**config.mk**
```make
export PLATFORM = sky130hd
export DESIGN_NAME = twc_timer8
export DESIGN_NICKNAME = d
export VERILOG_FILES = /design/src/common/twc_pkg.sv /design/src/rtl/twc_timer8.sv
export SDC_FILE = /design/constraint.sdc
export NUM_CORES = 1
export LEC_CHECK = 0
export BUFFER_PORTS_ARGS = -buffer_cell sky130_fd_sc_hd__clkbuf_2
export CAP_MARGIN = 20
export CORE_ASPECT_RATIO = 1.1
export CORE_MARGIN = 8
export CORE_UTILIZATION = 55
export CTS_CLUSTER_SIZE = 8
export DETAILED_ROUTE_END_ITERATION = 12
export GPL_TIMING_DRIVEN = 0
export PLACE_DENSITY = 0.79
export SLEW_MARGIN = 40
export SYNTH_ARGS = -nofsm -noshare
export SYNTH_HDL_FRONTEND = slang
export SYNTH_SLANG_ARGS = --single-unit
```
**constraint.sdc**
```tcl
create_clock -name i_clk -period 4 [get_ports i_clk]
set_input_delay 0.2 -clock i_clk [delete_from_list [all_inputs] [get_ports i_clk]]
set_output_delay 0.2 -clock i_clk [all_outputs]
set_load 0.05 [all_outputs]
```
**src/common/twc_pkg.sv**
```systemverilog
package twc_pkg;

    // ------------------------------------------------------------
    // register map (byte addresses)
    // ------------------------------------------------------------
    localparam logic [7:0] ADDR_CTRL_A = 8'h00;
    localparam logic [7:0] ADDR_CTRL_B = 8'h04;
    localparam logic [7:0] ADDR_COUNT = 8'h08;
    localparam logic [7:0] ADDR_CMP_A = 8'h0C;
    localparam logic [7:0] ADDR_CMP_B = 8'h10;
    localparam logic [7:0] ADDR_STATUS = 8'h14;

    // ------------------------------------------------------------
    // field positions and reset values
    // ------------------------------------------------------------
    localparam int ACT_A_LSB = 6;
    localparam int ACT_B_LSB = 4;
    localparam int MODE_HI_BIT = 3;
    localparam int FORCE_A_BIT = 7;
    localparam int FORCE_B_BIT = 6;
    localparam logic [7:0] CTRL_A_WMASK = 8'hF3;
    localparam logic [7:0] CTRL_B_RMASK = 8'h0F;
    localparam logic [7:0] RESET_BYTE = 8'h00;
    localparam logic [7:0] VAL_MAX = 8'hFF;
    localparam logic [7:0] VAL_BOTTOM = 8'h00;
    localparam logic [1:0] RESP_OKAY = 2'h0;
    localparam logic [1:0] RESP_SLVERR = 2'h2;

    // ------------------------------------------------------------
    // prescaler divide ratios
    // ------------------------------------------------------------
    localparam int DIV_8 = 8;
    localparam int DIV_32 = 32;
    localparam int DIV_64 = 64;
    localparam int DIV_128 = 128;
    localparam int DIV_256 = 256;
    localparam int DIV_1024 = 1024;

    typedef enum logic [2:0] {
        TWC_NORMAL = 3'h0,
        TWC_PC_FF = 3'h1,
        TWC_CTC = 3'h2,
        TWC_FAST_FF = 3'h3,
        TWC_RES4 = 3'h4,
        TWC_PC_TOPA = 3'h5,
        TWC_RES6 = 3'h6,
        TWC_FAST_TOPA = 3'h7
    } twc_mode_type;

    typedef struct packed {
        logic [1:0] output_a_action;
        logic [1:0] output_b_action;
        logic [2:0] waveform_mode;
        logic [2:0] clock_select_field;
    } twc_cfg_type;

    typedef struct packed {
        logic overflow;
        logic match_a;
        logic match_b;
    } twc_evt_type;

endpackage : twc_pkg

```
**src/rtl/twc_timer8.sv**
```systemverilog
// Chosen here: the AXI4-Lite interface to the registers and the register offsets.
`timescale 1ns/1ps
module twc_timer8 (
    input wire logic i_clk,
    input wire logic i_reset_n,
    input wire logic i_awvalid,
    output logic o_awready,
    input wire logic [7:0] i_awaddr,
    input wire logic i_wvalid,
    output logic o_wready,
    input wire logic [31:0] i_wdata,
    input wire logic [3:0] i_wstrb,
    output logic o_bvalid,
    input wire logic i_bready,
    output logic [1:0] o_bresp,
    input wire logic i_arvalid,
    output logic o_arready,
    input wire logic [7:0] i_araddr,
    output logic o_rvalid,
    input wire logic i_rready,
    output logic [31:0] o_rdata,
    output logic [1:0] o_rresp,
    output logic o_compare_output_a,
    output logic o_pin_override_a,
    output logic o_compare_output_b,
    output logic o_pin_override_b,
    output twc_pkg::twc_evt_type o_events
);
    import twc_pkg::*;

    // ------------------------------------------------------------
    // reset synchroniser
    // ------------------------------------------------------------
    logic rst_meta_q, rst_n_q;
    always_ff @(posedge i_clk or negedge i_reset_n) begin
        if (!i_reset_n) begin
            rst_meta_q <= 1'b0;
            rst_n_q <= 1'b0;
        end else begin
            rst_meta_q <= 1'b1;
            rst_n_q <= rst_meta_q;
        end
    end

    // ------------------------------------------------------------
    // registers
    // ------------------------------------------------------------
    logic [7:0] ctrl_a_q, ctrl_b_q, count_q, cmp_a_q, cmp_b_q, buf_a_q, buf_b_q;
    logic dir_down_q, block_q;
    logic aw_q, w_q;
    logic [7:0] awaddr_q;
    logic [31:0] wdata_q;
    logic [3:0] wstrb_q;
    twc_cfg_type cfg;
    twc_mode_type mode;

    assign cfg.output_a_action = ctrl_a_q[ACT_A_LSB +: 2];
    assign cfg.output_b_action = ctrl_a_q[ACT_B_LSB +: 2];
    assign cfg.waveform_mode = {ctrl_b_q[MODE_HI_BIT], ctrl_a_q[1:0]};
    assign cfg.clock_select_field = ctrl_b_q[2:0];
    assign mode = twc_mode_type'(cfg.waveform_mode);

    function automatic logic is_phase(input twc_mode_type m);
        return (m == TWC_PC_FF) || (m == TWC_PC_TOPA);
    endfunction : is_phase

    function automatic logic is_fast(input twc_mode_type m);
        return (m == TWC_FAST_FF) || (m == TWC_FAST_TOPA);
    endfunction : is_fast

    logic pwm;
    assign pwm = is_phase(mode) || is_fast(mode);

    // ------------------------------------------------------------
    // axi4-lite write path
    // ------------------------------------------------------------
    logic do_write;
    assign do_write = aw_q && w_q && !o_bvalid;

    always_ff @(posedge i_clk or negedge rst_n_q) begin
        if (!rst_n_q) begin
            aw_q <= 1'b0;
            w_q <= 1'b0;
            awaddr_q <= 8'h00;
            wdata_q <= 32'h0000_0000;
            wstrb_q <= 4'h0;
            o_bvalid <= 1'b0;
            o_bresp <= RESP_OKAY;
            o_awready <= 1'b1;
            o_wready <= 1'b1;
        end else begin
            if (i_awvalid && o_awready) begin
                aw_q <= 1'b1;
                awaddr_q <= i_awaddr;
                o_awready <= 1'b0;
            end
            if (i_wvalid && o_wready) begin
                w_q <= 1'b1;
                wdata_q <= i_wdata;
                wstrb_q <= i_wstrb;
                o_wready <= 1'b0;
            end
            if (do_write) begin
                aw_q <= 1'b0;
                w_q <= 1'b0;
                o_bvalid <= 1'b1;
                o_bresp <= (awaddr_q <= ADDR_CMP_B && awaddr_q[1:0] == 2'h0) ?
                           RESP_OKAY : RESP_SLVERR;
            end else if (o_bvalid && i_bready) begin
                o_bvalid <= 1'b0;
                o_awready <= 1'b1;
                o_wready <= 1'b1;
            end
        end
    end

    logic wr_ca, wr_cb, wr_cnt, wr_oa, wr_ob;
    assign wr_ca = do_write && wstrb_q[0] && awaddr_q == ADDR_CTRL_A;
    assign wr_cb = do_write && wstrb_q[0] && awaddr_q == ADDR_CTRL_B;
    assign wr_cnt = do_write && wstrb_q[0] && awaddr_q == ADDR_COUNT;
    assign wr_oa = do_write && wstrb_q[0] && awaddr_q == ADDR_CMP_A;
    assign wr_ob = do_write && wstrb_q[0] && awaddr_q == ADDR_CMP_B;

    // force strobes are one-cycle and never stored; ignored in pwm modes
    logic force_a, force_b;
    assign force_a = wr_cb && wdata_q[FORCE_A_BIT] && !pwm;
    assign force_b = wr_cb && wdata_q[FORCE_B_BIT] && !pwm;

    always_ff @(posedge i_clk or negedge rst_n_q) begin
        if (!rst_n_q) begin
            ctrl_a_q <= RESET_BYTE;
            ctrl_b_q <= RESET_BYTE;
            buf_a_q <= RESET_BYTE;
            buf_b_q <= RESET_BYTE;
        end else begin
            if (wr_ca) ctrl_a_q <= wdata_q[7:0] & CTRL_A_WMASK;
            if (wr_cb) ctrl_b_q <= wdata_q[7:0] & CTRL_B_RMASK;
            if (wr_oa) buf_a_q <= wdata_q[7:0];
            if (wr_ob) buf_b_q <= wdata_q[7:0];
        end
    end

    // ------------------------------------------------------------
    // prescaler
    // ------------------------------------------------------------
    logic [9:0] pre_q;
    logic tick;
    always_ff @(posedge i_clk or negedge rst_n_q) begin
        if (!rst_n_q) pre_q <= 10'h000;
        else pre_q <= pre_q + 10'h001;
    end

    function automatic logic div_hit(input logic [9:0] p, input int d);
        return (p & 10'((d - 1))) == 10'((d - 1));
    endfunction : div_hit

    always_comb begin
        case (cfg.clock_select_field)
            3'h0: tick = 1'b0;
            3'h1: tick = 1'b1;
            3'h2: tick = div_hit(pre_q, DIV_8);
            3'h3: tick = div_hit(pre_q, DIV_32);
            3'h4: tick = div_hit(pre_q, DIV_64);
            3'h5: tick = div_hit(pre_q, DIV_128);
            3'h6: tick = div_hit(pre_q, DIV_256);
            default: tick = div_hit(pre_q, DIV_1024);
        endcase
    end

    // ------------------------------------------------------------
    // counter, top, matches
    // ------------------------------------------------------------
    logic [7:0] top;
    always_comb begin
        case (mode)
            TWC_CTC, TWC_PC_TOPA, TWC_FAST_TOPA: top = cmp_a_q;
            default: top = VAL_MAX;
        endcase
    end

    logic at_top, at_bot, m_a, m_b;
    assign at_top = count_q == top;
    assign at_bot = count_q == VAL_BOTTOM;
    assign m_a = tick && !block_q && count_q == cmp_a_q;
    assign m_b = tick && !block_q && count_q == cmp_b_q;

    always_ff @(posedge i_clk or negedge rst_n_q) begin
        if (!rst_n_q) begin
            count_q <= RESET_BYTE;
            dir_down_q <= 1'b0;
            block_q <= 1'b0;
        end else begin
            if (wr_cnt) begin
                count_q <= wdata_q[7:0];
                block_q <= 1'b1;
            end else if (tick) begin
                block_q <= 1'b0;
                if (is_phase(mode)) begin
                    if (!dir_down_q && at_top) begin
                        dir_down_q <= 1'b1;
                        count_q <= count_q - 8'h01;
                    end else if (dir_down_q && at_bot) begin
                        dir_down_q <= 1'b0;
                        count_q <= count_q + 8'h01;
                    end else begin
                        count_q <= dir_down_q ? count_q - 8'h01 : count_q + 8'h01;
                    end
                end else begin
                    dir_down_q <= 1'b0;
                    count_q <= at_top ? VAL_BOTTOM : count_q + 8'h01;
                end
            end
        end
    end

    // compare levels: immediate in non-pwm, double-buffered in pwm
    always_ff @(posedge i_clk or negedge rst_n_q) begin
        if (!rst_n_q) begin
            cmp_a_q <= RESET_BYTE;
            cmp_b_q <= RESET_BYTE;
        end else if (!pwm || (tick && is_phase(mode) && at_top && !dir_down_q)
                     || (tick && is_fast(mode) && at_top)) begin
            cmp_a_q <= buf_a_q;
            cmp_b_q <= buf_b_q;
        end
    end

    // overflow event point per mode
    logic ovf;
    always_comb begin
        case (mode)
            TWC_PC_FF, TWC_PC_TOPA: ovf = tick && dir_down_q && at_bot;
            TWC_FAST_TOPA: ovf = tick && at_top;
            TWC_RES4, TWC_RES6: ovf = 1'b0;
            default: ovf = tick && count_q == VAL_MAX;
        endcase
    end

    // ------------------------------------------------------------
    // waveform outputs
    // ------------------------------------------------------------
    function automatic logic wave_next(input logic cur, input logic [1:0] act,
                                       input twc_mode_type m, input logic match,
                                       input logic frc, input logic at_t, input logic at_b,
                                       input logic at_lvl_top, input logic dn, input logic tk);
        logic r;
        r = cur;
        if (m == TWC_RES4 || m == TWC_RES6) begin
            r = cur;
        end else if (is_fast(m)) begin
            if (act[1]) begin
                if (match && !at_lvl_top) r = act[0];
                else if (tk && at_t) r = ~act[0];
            end
        end else if (is_phase(m)) begin
            if (act[1]) begin
                if (at_lvl_top) begin
                    if (tk && at_t && !dn) r = ~act[0];
                end else if (match) begin
                    r = dn ? ~act[0] : act[0];
                end
            end
        end else if (match || frc) begin
            case (act)
                2'h1: r = ~cur;
                2'h2: r = 1'b0;
                2'h3: r = 1'b1;
                default: r = cur;
            endcase
        end
        return r;
    endfunction : wave_next

    logic wave_a, wave_b;
    always_ff @(posedge i_clk or negedge rst_n_q) begin
        if (!rst_n_q) begin
            wave_a <= 1'b0;
            wave_b <= 1'b0;
        end else begin
            // fast pwm sets/clears on entering bottom: at_t here marks the wrap
            wave_a <= wave_next(wave_a, cfg.output_a_action, mode, m_a, force_a, at_top,
                                at_bot, cmp_a_q == top, dir_down_q, tick);
            wave_b <= wave_next(wave_b, cfg.output_b_action, mode, m_b, force_b,
                                at_top, at_bot, cmp_b_q == top, dir_down_q,
                                tick);
        end
    end
    assign o_compare_output_a = wave_a;
    assign o_compare_output_b = wave_b;

    always_ff @(posedge i_clk or negedge rst_n_q) begin
        if (!rst_n_q) begin
            o_pin_override_a <= 1'b0;
            o_pin_override_b <= 1'b0;
            o_events <= '0;
        end else begin
            o_pin_override_a <= |ctrl_a_q[ACT_A_LSB +: 2];
            o_pin_override_b <= |ctrl_a_q[ACT_B_LSB +: 2];
            o_events.overflow <= ovf;
            o_events.match_a <= m_a;
            o_events.match_b <= m_b;
        end
    end
    // ------------------------------------------------------------
    // axi4-lite read path
    // ------------------------------------------------------------
    always_ff @(posedge i_clk or negedge rst_n_q) begin
        if (!rst_n_q) begin
            o_rvalid <= 1'b0;
            o_rdata <= 32'h0000_0000;
            o_rresp <= RESP_OKAY;
            o_arready <= 1'b1;
        end else if (i_arvalid && o_arready) begin
            o_rvalid <= 1'b1;
            o_arready <= 1'b0;
            o_rresp <= RESP_OKAY;
            case (i_araddr)
                ADDR_CTRL_A: o_rdata <= {24'h000000, ctrl_a_q & CTRL_A_WMASK};
                ADDR_CTRL_B: o_rdata <= {24'h000000, ctrl_b_q & CTRL_B_RMASK};
                ADDR_COUNT: o_rdata <= {24'h000000, count_q};
                ADDR_CMP_A: o_rdata <= {24'h000000, buf_a_q};
                ADDR_CMP_B: o_rdata <= {24'h000000, buf_b_q};
                ADDR_STATUS: o_rdata <= {29'h0, dir_down_q, wave_b, wave_a};
                default: begin
                    o_rdata <= 32'h0000_0000;
                    o_rresp <= RESP_SLVERR;
                end
            endcase
        end else if (o_rvalid && i_rready) begin
            o_rvalid <= 1'b0;
            o_arready <= 1'b1;
        end
    end

    // ------------------------------------------------------------
    // checks
    // ------------------------------------------------------------
    a_force_no_flag: assert property (@(posedge i_clk) disable iff (!rst_n_q)
        force_a && !m_a |=> !o_events.match_a)
        else $error("forced compare raised a match event");
    a_res_ctrl_a: assert property (@(posedge i_clk) disable iff (!rst_n_q)
        o_rvalid && $past(i_araddr) == ADDR_CTRL_A && $past(i_arvalid && o_arready)
        |-> o_rdata[3:2] == 2'h0)
        else $error("reserved control bits not zero");
    a_stop_count: assert property (@(posedge i_clk) disable iff (!rst_n_q)
        cfg.clock_select_field == 3'h0 && !wr_cnt && $stable(ctrl_b_q) |=> $stable(count_q))
        else $error("counter moved while stopped");
    a_write_block: assert property (@(posedge i_clk) disable iff (!rst_n_q)
        wr_cnt |=> !m_a && !m_b)
        else $error("match not blocked after counter write");
    a_override_b: assert property (@(posedge i_clk) disable iff (!rst_n_q)
        $changed(ctrl_a_q) |=> o_pin_override_b == |$past(ctrl_a_q[5:4]))
        else $error("pin takeover wrong");
    a_toggle_b: assert property (@(posedge i_clk) disable iff (!rst_n_q)
        mode == TWC_NORMAL && cfg.output_b_action == 2'h1 && m_b |=> wave_b != $past(wave_b))
        else $error("toggle on match missing");
    a_top_wrap: assert property (@(posedge i_clk) disable iff (!rst_n_q)
        tick && !wr_cnt && mode == TWC_NORMAL && count_q == VAL_MAX |=> count_q == 8'h00)
        else $error("normal mode did not wrap");
    a_fast_bottom: assert property (@(posedge i_clk) disable iff (!rst_n_q)
        mode == TWC_FAST_FF && cfg.output_b_action == 2'h2 && tick && at_top && !m_b
        |=> wave_b)
        else $error("non-inverting set at bottom missing");

endmodule : twc_timer8

```
# Word level (Yosys, flattened, before mapping)
# Cells that the tools add are included.
[totals]
reg_bits = 131
latch_bits = 0
ramBits = 0
romBits = 0
output_inout_bits = 48
n_memories = 0
[op_classes]
add_sub_neg = 3
n_mul = 0
div = 0
n_lt_le_gt_ge = 1
n_eq_ne = 51
shifts = 0
mux = 58
n_bitwise = 6
reduce_logical = 72
[op_table]
columns = ["op", "count"]
rows = [
  ["8-bit 2-to-1 mux", 8],
  ["8-bit case mux with 6 select lines", 1],
  ["1-bit 2-to-1 mux", 43],
  ["8-bit == test", 5],
  ["1-bit logical AND", 35],
  ["8-bit by 4-bit == test with 1-bit output (second input constant)", 4],
  ["3-bit == test (second input constant)", 8],
  ["8-bit by 5-bit == test with 1-bit output (second input constant)", 3],
  ["8-bit zero test", 3],
  ["8-bit by 3-bit == test with 1-bit output (second input constant)", 2],
  ["8-bit == test (second input constant)", 2],
  ["8-bit AND reduction", 2],
  ["3-bit by 2-bit == test with 1-bit output (second input constant)", 4],
  ["10-bit by 1-bit adder with 10-bit output (second input constant)", 1],
  ["10-bit == test (second input constant)", 1],
  ["2-bit nonzero test", 5],
  ["5-bit nonzero test", 2],
  ["3-bit by 1-bit inequality test with 1-bit output (second input constant)", 3],
  ["1-bit case mux with 3 select lines", 3],
  ["8-bit by 1-bit adder with 8-bit output (second input constant)", 1],
  ["2-bit == test (second input constant)", 4],
  ["8-bit by 5-bit <= comparator with 1-bit output (second input constant)", 1],
  ["1-bit logical OR", 8],
  ["2-bit inequality test (second input constant)", 4],
  ["other kinds (20)", 38],
]

# Depth between registers and ports, before layout
[logic_depth]
depth_word = 11
mapped_depth = 13
mapped_depth_nobuf = 12

# Worst setup path after synthesis
# OpenSTA, ideal clock, no wires.
[synth_path]
kind = "flip-flop to flip-flop"
from = "register ctrl_a_q[0]"
to = "register count_q[7]"
arrival_time_ps = 2720
path_slack_ps = 1154
stages_incl_launch_ff = 11
n_path_buf = 1
synth_period_minus_slack_ps = 2846
cell_sequence = "dfrtp_1 -> buf_6 -> or3b_4 -> and2_4 -> o22a_1 -> nor4_2 -> a21oi_2 -> nor3_4 -> mux2_1 -> a31o_1 -> a221o_1"
[synth_via]
elab_chain_len = 9
elab_cells_between_ends = 14
cone_classes = "5 x eq/ne; 6 x mux; 3 x reduce/logical"
[synth_lines]
columns = ["item", "line", "rtl"]
rows = [
  ["from (decl)", "twc_timer8.sv:48", "logic [7:0] ctrl_a_q, ctrl_b_q, count_q, cmp_a_q, cmp_b_q, buf_a_q, buf_b_q;"],
  ["from (signal assigned)", "twc_timer8.sv:136", "if (wr_ca) ctrl_a_q <= wdata_q[7:0] & CTRL_A_WMASK;"],
  ["3-bit == test, or another cell as far along", "twc_timer8.sv:64, twc_timer8.sv:175", ""],
  ["3-bit OR reduction", "twc_timer8.sv:175", "case (mode)"],
  ["8-bit 2-to-1 mux", "twc_timer8.sv:175", ""],
  ["8-bit == test", "twc_timer8.sv:182", "assign at_top = count_q == top;"],
  ["1-bit logical AND", "twc_timer8.sv:199", "if (!dir_down_q && at_top) begin"],
  ["8-bit 2-to-1 mux", "twc_timer8.sv:199", ""],
  ["8-bit 2-to-1 mux *", "twc_timer8.sv:198", "if (is_phase(mode)) begin"],
  ["8-bit 2-to-1 mux *", "twc_timer8.sv:196", "end else if (tick) begin"],
  ["8-bit 2-to-1 mux *", "twc_timer8.sv:193", "if (wr_cnt) begin"],
  ["to (signal assigned)", "twc_timer8.sv:194", "count_q <= wdata_q[7:0];"],
  ["to (signal assigned)", "twc_timer8.sv:201", "count_q <= count_q - 8'h01;"],
  ["to (signal assigned)", "twc_timer8.sv:204", "count_q <= count_q + 8'h01;"],
  ["to (decl)", "twc_timer8.sv:48", ""],
]
# Mark *: on every way between the ends. The rest lies on a longest branch, timed or not. The select of a mux whose other input is x is not followed.
# A chain may end at the register's enable or synchronous reset.

# Final worst setup path
[layout_path]
from = "register count_q[1]"
to = "register cmp_a_q[2]"
[layout_via]
elab_chain_len = 5
elab_cells_between_ends = 6
cone_classes = "1 x eq/ne; 5 x reduce/logical"
[layout_lines]
columns = ["item", "line", "rtl"]
rows = [
  ["8-bit == test *", "twc_timer8.sv:182", ""],
  ["1-bit logical AND (2 in series)", "twc_timer8.sv:221", "end else if (!pwm || (tick && is_phase(mode) && at_top && !dir_down_q)"],
  ["1-bit logical OR", "twc_timer8.sv:221", ""],
  ["1-bit logical OR *", "twc_timer8.sv:222", "|| (tick && is_fast(mode) && at_top)) begin"],
  ["to (signal assigned)", "twc_timer8.sv:223", "cmp_a_q <= buf_a_q;"],
  ["to (decl)", "twc_timer8.sv:48", ""],
]
# Mark *: on every way between the ends. The rest lies on a longest branch, timed or not.

==> key figures <==
Status
  • Status: finished clean

Yosys
  • Top cell type's share of synthesized area: 43.5%
  • Post-synthesis instance total: 589
  • Synth cell types: 71
  • Synthesized area: 0.00587 mm²
  • Yosys Warn Count: 0
  • Leading area contributor after synthesis: dfrtp_1
  • Syn avg cell area: 9.97 µm²
  • EDFF count, synth: 0
  • Sequential fraction of the synthesis area: 44.8%
  • Synth area leaders: dfrtp_1 (43%), mux2_2 (7.9%), nand2_1 (4.3%)
  • Most common cell in the netlist: dfrtp_1
  • Most frequent cells after synthesis: dfrtp_1 (102), nand2_1 (67), mux2_2 (41), o21ai_0 (31), nor2_1 (28)
  • Top_reg_cell synth: dfrtp_1
  • Synth async-reset ratio: 100%
  • #FFs+latches synth: 105

Floorplanning
  • Die ar.: 0.0142 mm²
  • Die width: ~110 µm
  • Initial Util: between 50% and 60%
  • Die Ht: 124 µm
  • Core area: about 0.010 mm²
  • Row Count: 39
  • Io pins: about 110

Setup path
  • Top Family by Delay on Critical Path: compound AO/OA/AOI/OAI gates
  • Crit. Startpoint: count_q[1]
  • Critical path, cell by cell: clkbuf_1 > nor2b_1 > a2111oi_1 > a21o_1 > a32o_1 > and3b_1 > buf_2 > nand2_1 > o21ai_2 > buf_4 > mux2_1
  • Worst R2R Path Depth: 11
  • CP max stage delay: 500 ps
  • CP Depth: 11
  • R2R setup slack: about 560 ps
  • Crit Path Category: reg2reg
  • Critical Path Sink: cmp_a_q[2]
  • CP Launch Type: register
  • Reg2reg start: count_q[1]
  • Max FO, Critical Path: 10
  • Critical R2R Capture: cmp_a_q[2]
  • Critical-path top delay cell: a2111oi_1
  • Worst EP required: around 4200 ps
  • Worst Path Arrival: 3670 ps
  • Critical path buffer and inverter count: 3
  • Crit path capture type: register

GRT
  • Number of global-route vias before repair: 4939
  • Initial antenna violation count: 0
  • Global-route met3 utilization: 5.19%
  • Largest net degree at the start of global routing: 44
  • Grt peak-use layer: met2
  • Met1 Use GR: 27.4%
  • GRT Residual Overflow: 0
  • First-pass GRT wire length: 25300 µm
  • GRT Total Usage: 22.4%
  • Met2 usage: between 30% and 40%

Route
  • Wire per inst: 18.6 µm
  • Initial DRC Count: 240
  • Detailed-route via count: 4790
  • Vias per cell: 5.79
  • Final wirelength: between 15000 and 20000 µm
  • Routed Antenna Nets: 0
  • Drt first pass iters: 5
  • Post-route DRC: 0

Clock tree
  • Htree depth: 3
  • CTS buffer count: 9
  • Root Buffer Master: clkbuf_16
  • CTS tree: done
  • Clk sink count: 105
  • Post-CTS setup repair buffer count: 0
  • Skew-Pair Late Insertion Delay: 340 ps
  • Max clock buf depth: 2
  • Clk pin slew, worst setup/hold paths: 70 ps

Placed design
  • Final Wtd Congestion: 0.946
  • Number of I/O port buffers: 50
  • Placed Cells: slightly above 800
  • DPL Wire Length: around 12000 µm
  • Placed cell area: around 0.0065 mm²

Timing
  • Minimum clock period: 3440 ps
  • Max Freq: 0.291 GHz
  • Max-slew headroom: about half
  • Tcrit/Tclk final: 86.0%
  • RSZ-0062 raised after global routing: no
  • Skew final: 9.98 ps
  • Hold Violations, Final: 0
  • Slew Viols, Final: 0
  • TNS Setup: 0 ps
  • # setup viols final: 0
  • Least-Margin Pin Slew: between 700 and 800 ps

Pwr
  • Sw Ratio: 36.0%
  • Clock power share: 28.1%
  • P_sw: 1.09 mW
  • Total power: 3.04 mW
  • Sequential share of power: 47.6%
  • Combinational cell fraction of total power: 24.4%
  • Maximum vdd drop: ~0.00037 V
  • PD cells: between 400 and 500 mW/mm²
  • Internal: around 1.9 mW
  • Leak: 3.11 nW

Finish
  • Nets: 745
  • Design area: a little under 0.007 mm²
  • Finished Layout Cells: 827
  • Diodes inserted: 0
  • Layout cells sized above 1: 23.5%
  • Synth-to-Final Area Change: 15.3%

Min path
  • Hold crit path type: in2reg

Job
  • Max-Cap Viols: 0
-- sequential cells by signal, indices dropped and copies added (netlist names), 8 cells and up --
register  count
cmp_a_q       8
count_q       8
cmp_b_q       8
awaddr_q      8
buf_a_q       8
pre_q        10
buf_b_q       8
wdata_q       8
o_rdata       8
-- per-layer routing --
layer	routed length, µm	vias to the layer above
li1	-	2229
met3	1210	40
met5	0	-
met1	6210	2327
met2	7430	194
met4	551	0
-- layout make-up --
class / count / area [µm²]
fillers: 845 / 3620
clock inverters: 6 / 61.3
inverters: 22 / 82.6
multi-input cells: 431 / 2950
plain buffers: 56 / 328
flip-flops and latches: 105 / 2640
clock buffers: 10 / 229
repair buffers: 54 / 305
well taps: 143 / 179
-- worst min-delay path by stage --
stage	cells past startpoint	endpoint	from	slack, ps
finish	2	o_awready	i_awvalid	20
global route	2	o_wready	i_wvalid	30
CTS	2	o_awready	i_awvalid	10
detailed placement	1	rst_meta_q	i_reset_n	-10
global placement	1	rst_meta_q	i_reset_n	-10
floorplan	0	rst_meta_q	i_reset_n	-100
-- logic make-up after synthesis --
logic type	count (synthesis)	synth area share [%]
AOI/OAI and AO/OA	120	13.6
xor gates and xnor gates	30	4.47
adders and majority gates	7	1.49
buffers and inverters	78	6.99
DFF	105	44.8
muxes	71	13.5
other	2	0.128
and+or+nand+nor	176	15.0
-- power groups by stage --
stage                     clock (mW)  combinational, mW  sequential [mW]
after floorplan                    0              0.503             1.43
after global placement             0              0.698             1.46
after detailed placement           0              0.737             1.46
after CTS                      0.870              0.741             1.44
after global routing           0.907              0.811             1.47
final                          0.854              0.741             1.45
-- what timing repair did --
| action | CTS | global route |
|---|---|---|
| gates resized for setup | 0 | 0 |
| hold buffers | 1 | 0 |
| endpoints found under the hold margin | 2 | 0 |
-- cell usage in the layout (no fill, tap or decap), types with 4 or more instances in the layout --
| master | n |
|---|---|
| dfrtp_1 | 101 |
| nand2_1 | 67 |
| clkbuf_2 | 50 |
| mux2_2 | 41 |
| o21ai_0 | 31 |
| nor2_1 | 27 |
| buf_4 | 27 |
| conb_1 | 27 |
| clkbuf_1 | 23 |
| a21oi_1 | 23 |
| inv_1 | 22 |
| nand3_1 | 19 |
| xnor2_1 | 19 |
| nor3_1 | 16 |
| mux2_1 | 15 |
| mux2i_1 | 14 |
| xor2_1 | 11 |
| clkbuf_16 | 9 |
| ha_1 | 7 |
| a22oi_1 | 6 |
| nand4_1 | 6 |
| and3_1 | 5 |
| nor2b_1 | 5 |
| o31ai_1 | 5 |
| o21ai_1 | 5 |
| a31oi_1 | 5 |
| buf_1 | 4 |
| or3_1 | 4 |
| o211ai_1 | 4 |
-- metrics by stage --
| step | setup slack [ps] | hold slack (ps) | util (%) |
|---|---|---|---|
| floorplan | 864 | -95.6 | - |
| global placement | -170 | -14.6 | 61.5 |
| global route | 310 | 31.0 | 65.1 |
| detailed placement | 655 | -11.7 | 62.1 |
| CTS | 584 | 13.8 | 65.0 |
| finish | 558 | 17.9 | 65.1 |
Note: power is estimated with default switching activity, not from simulation.
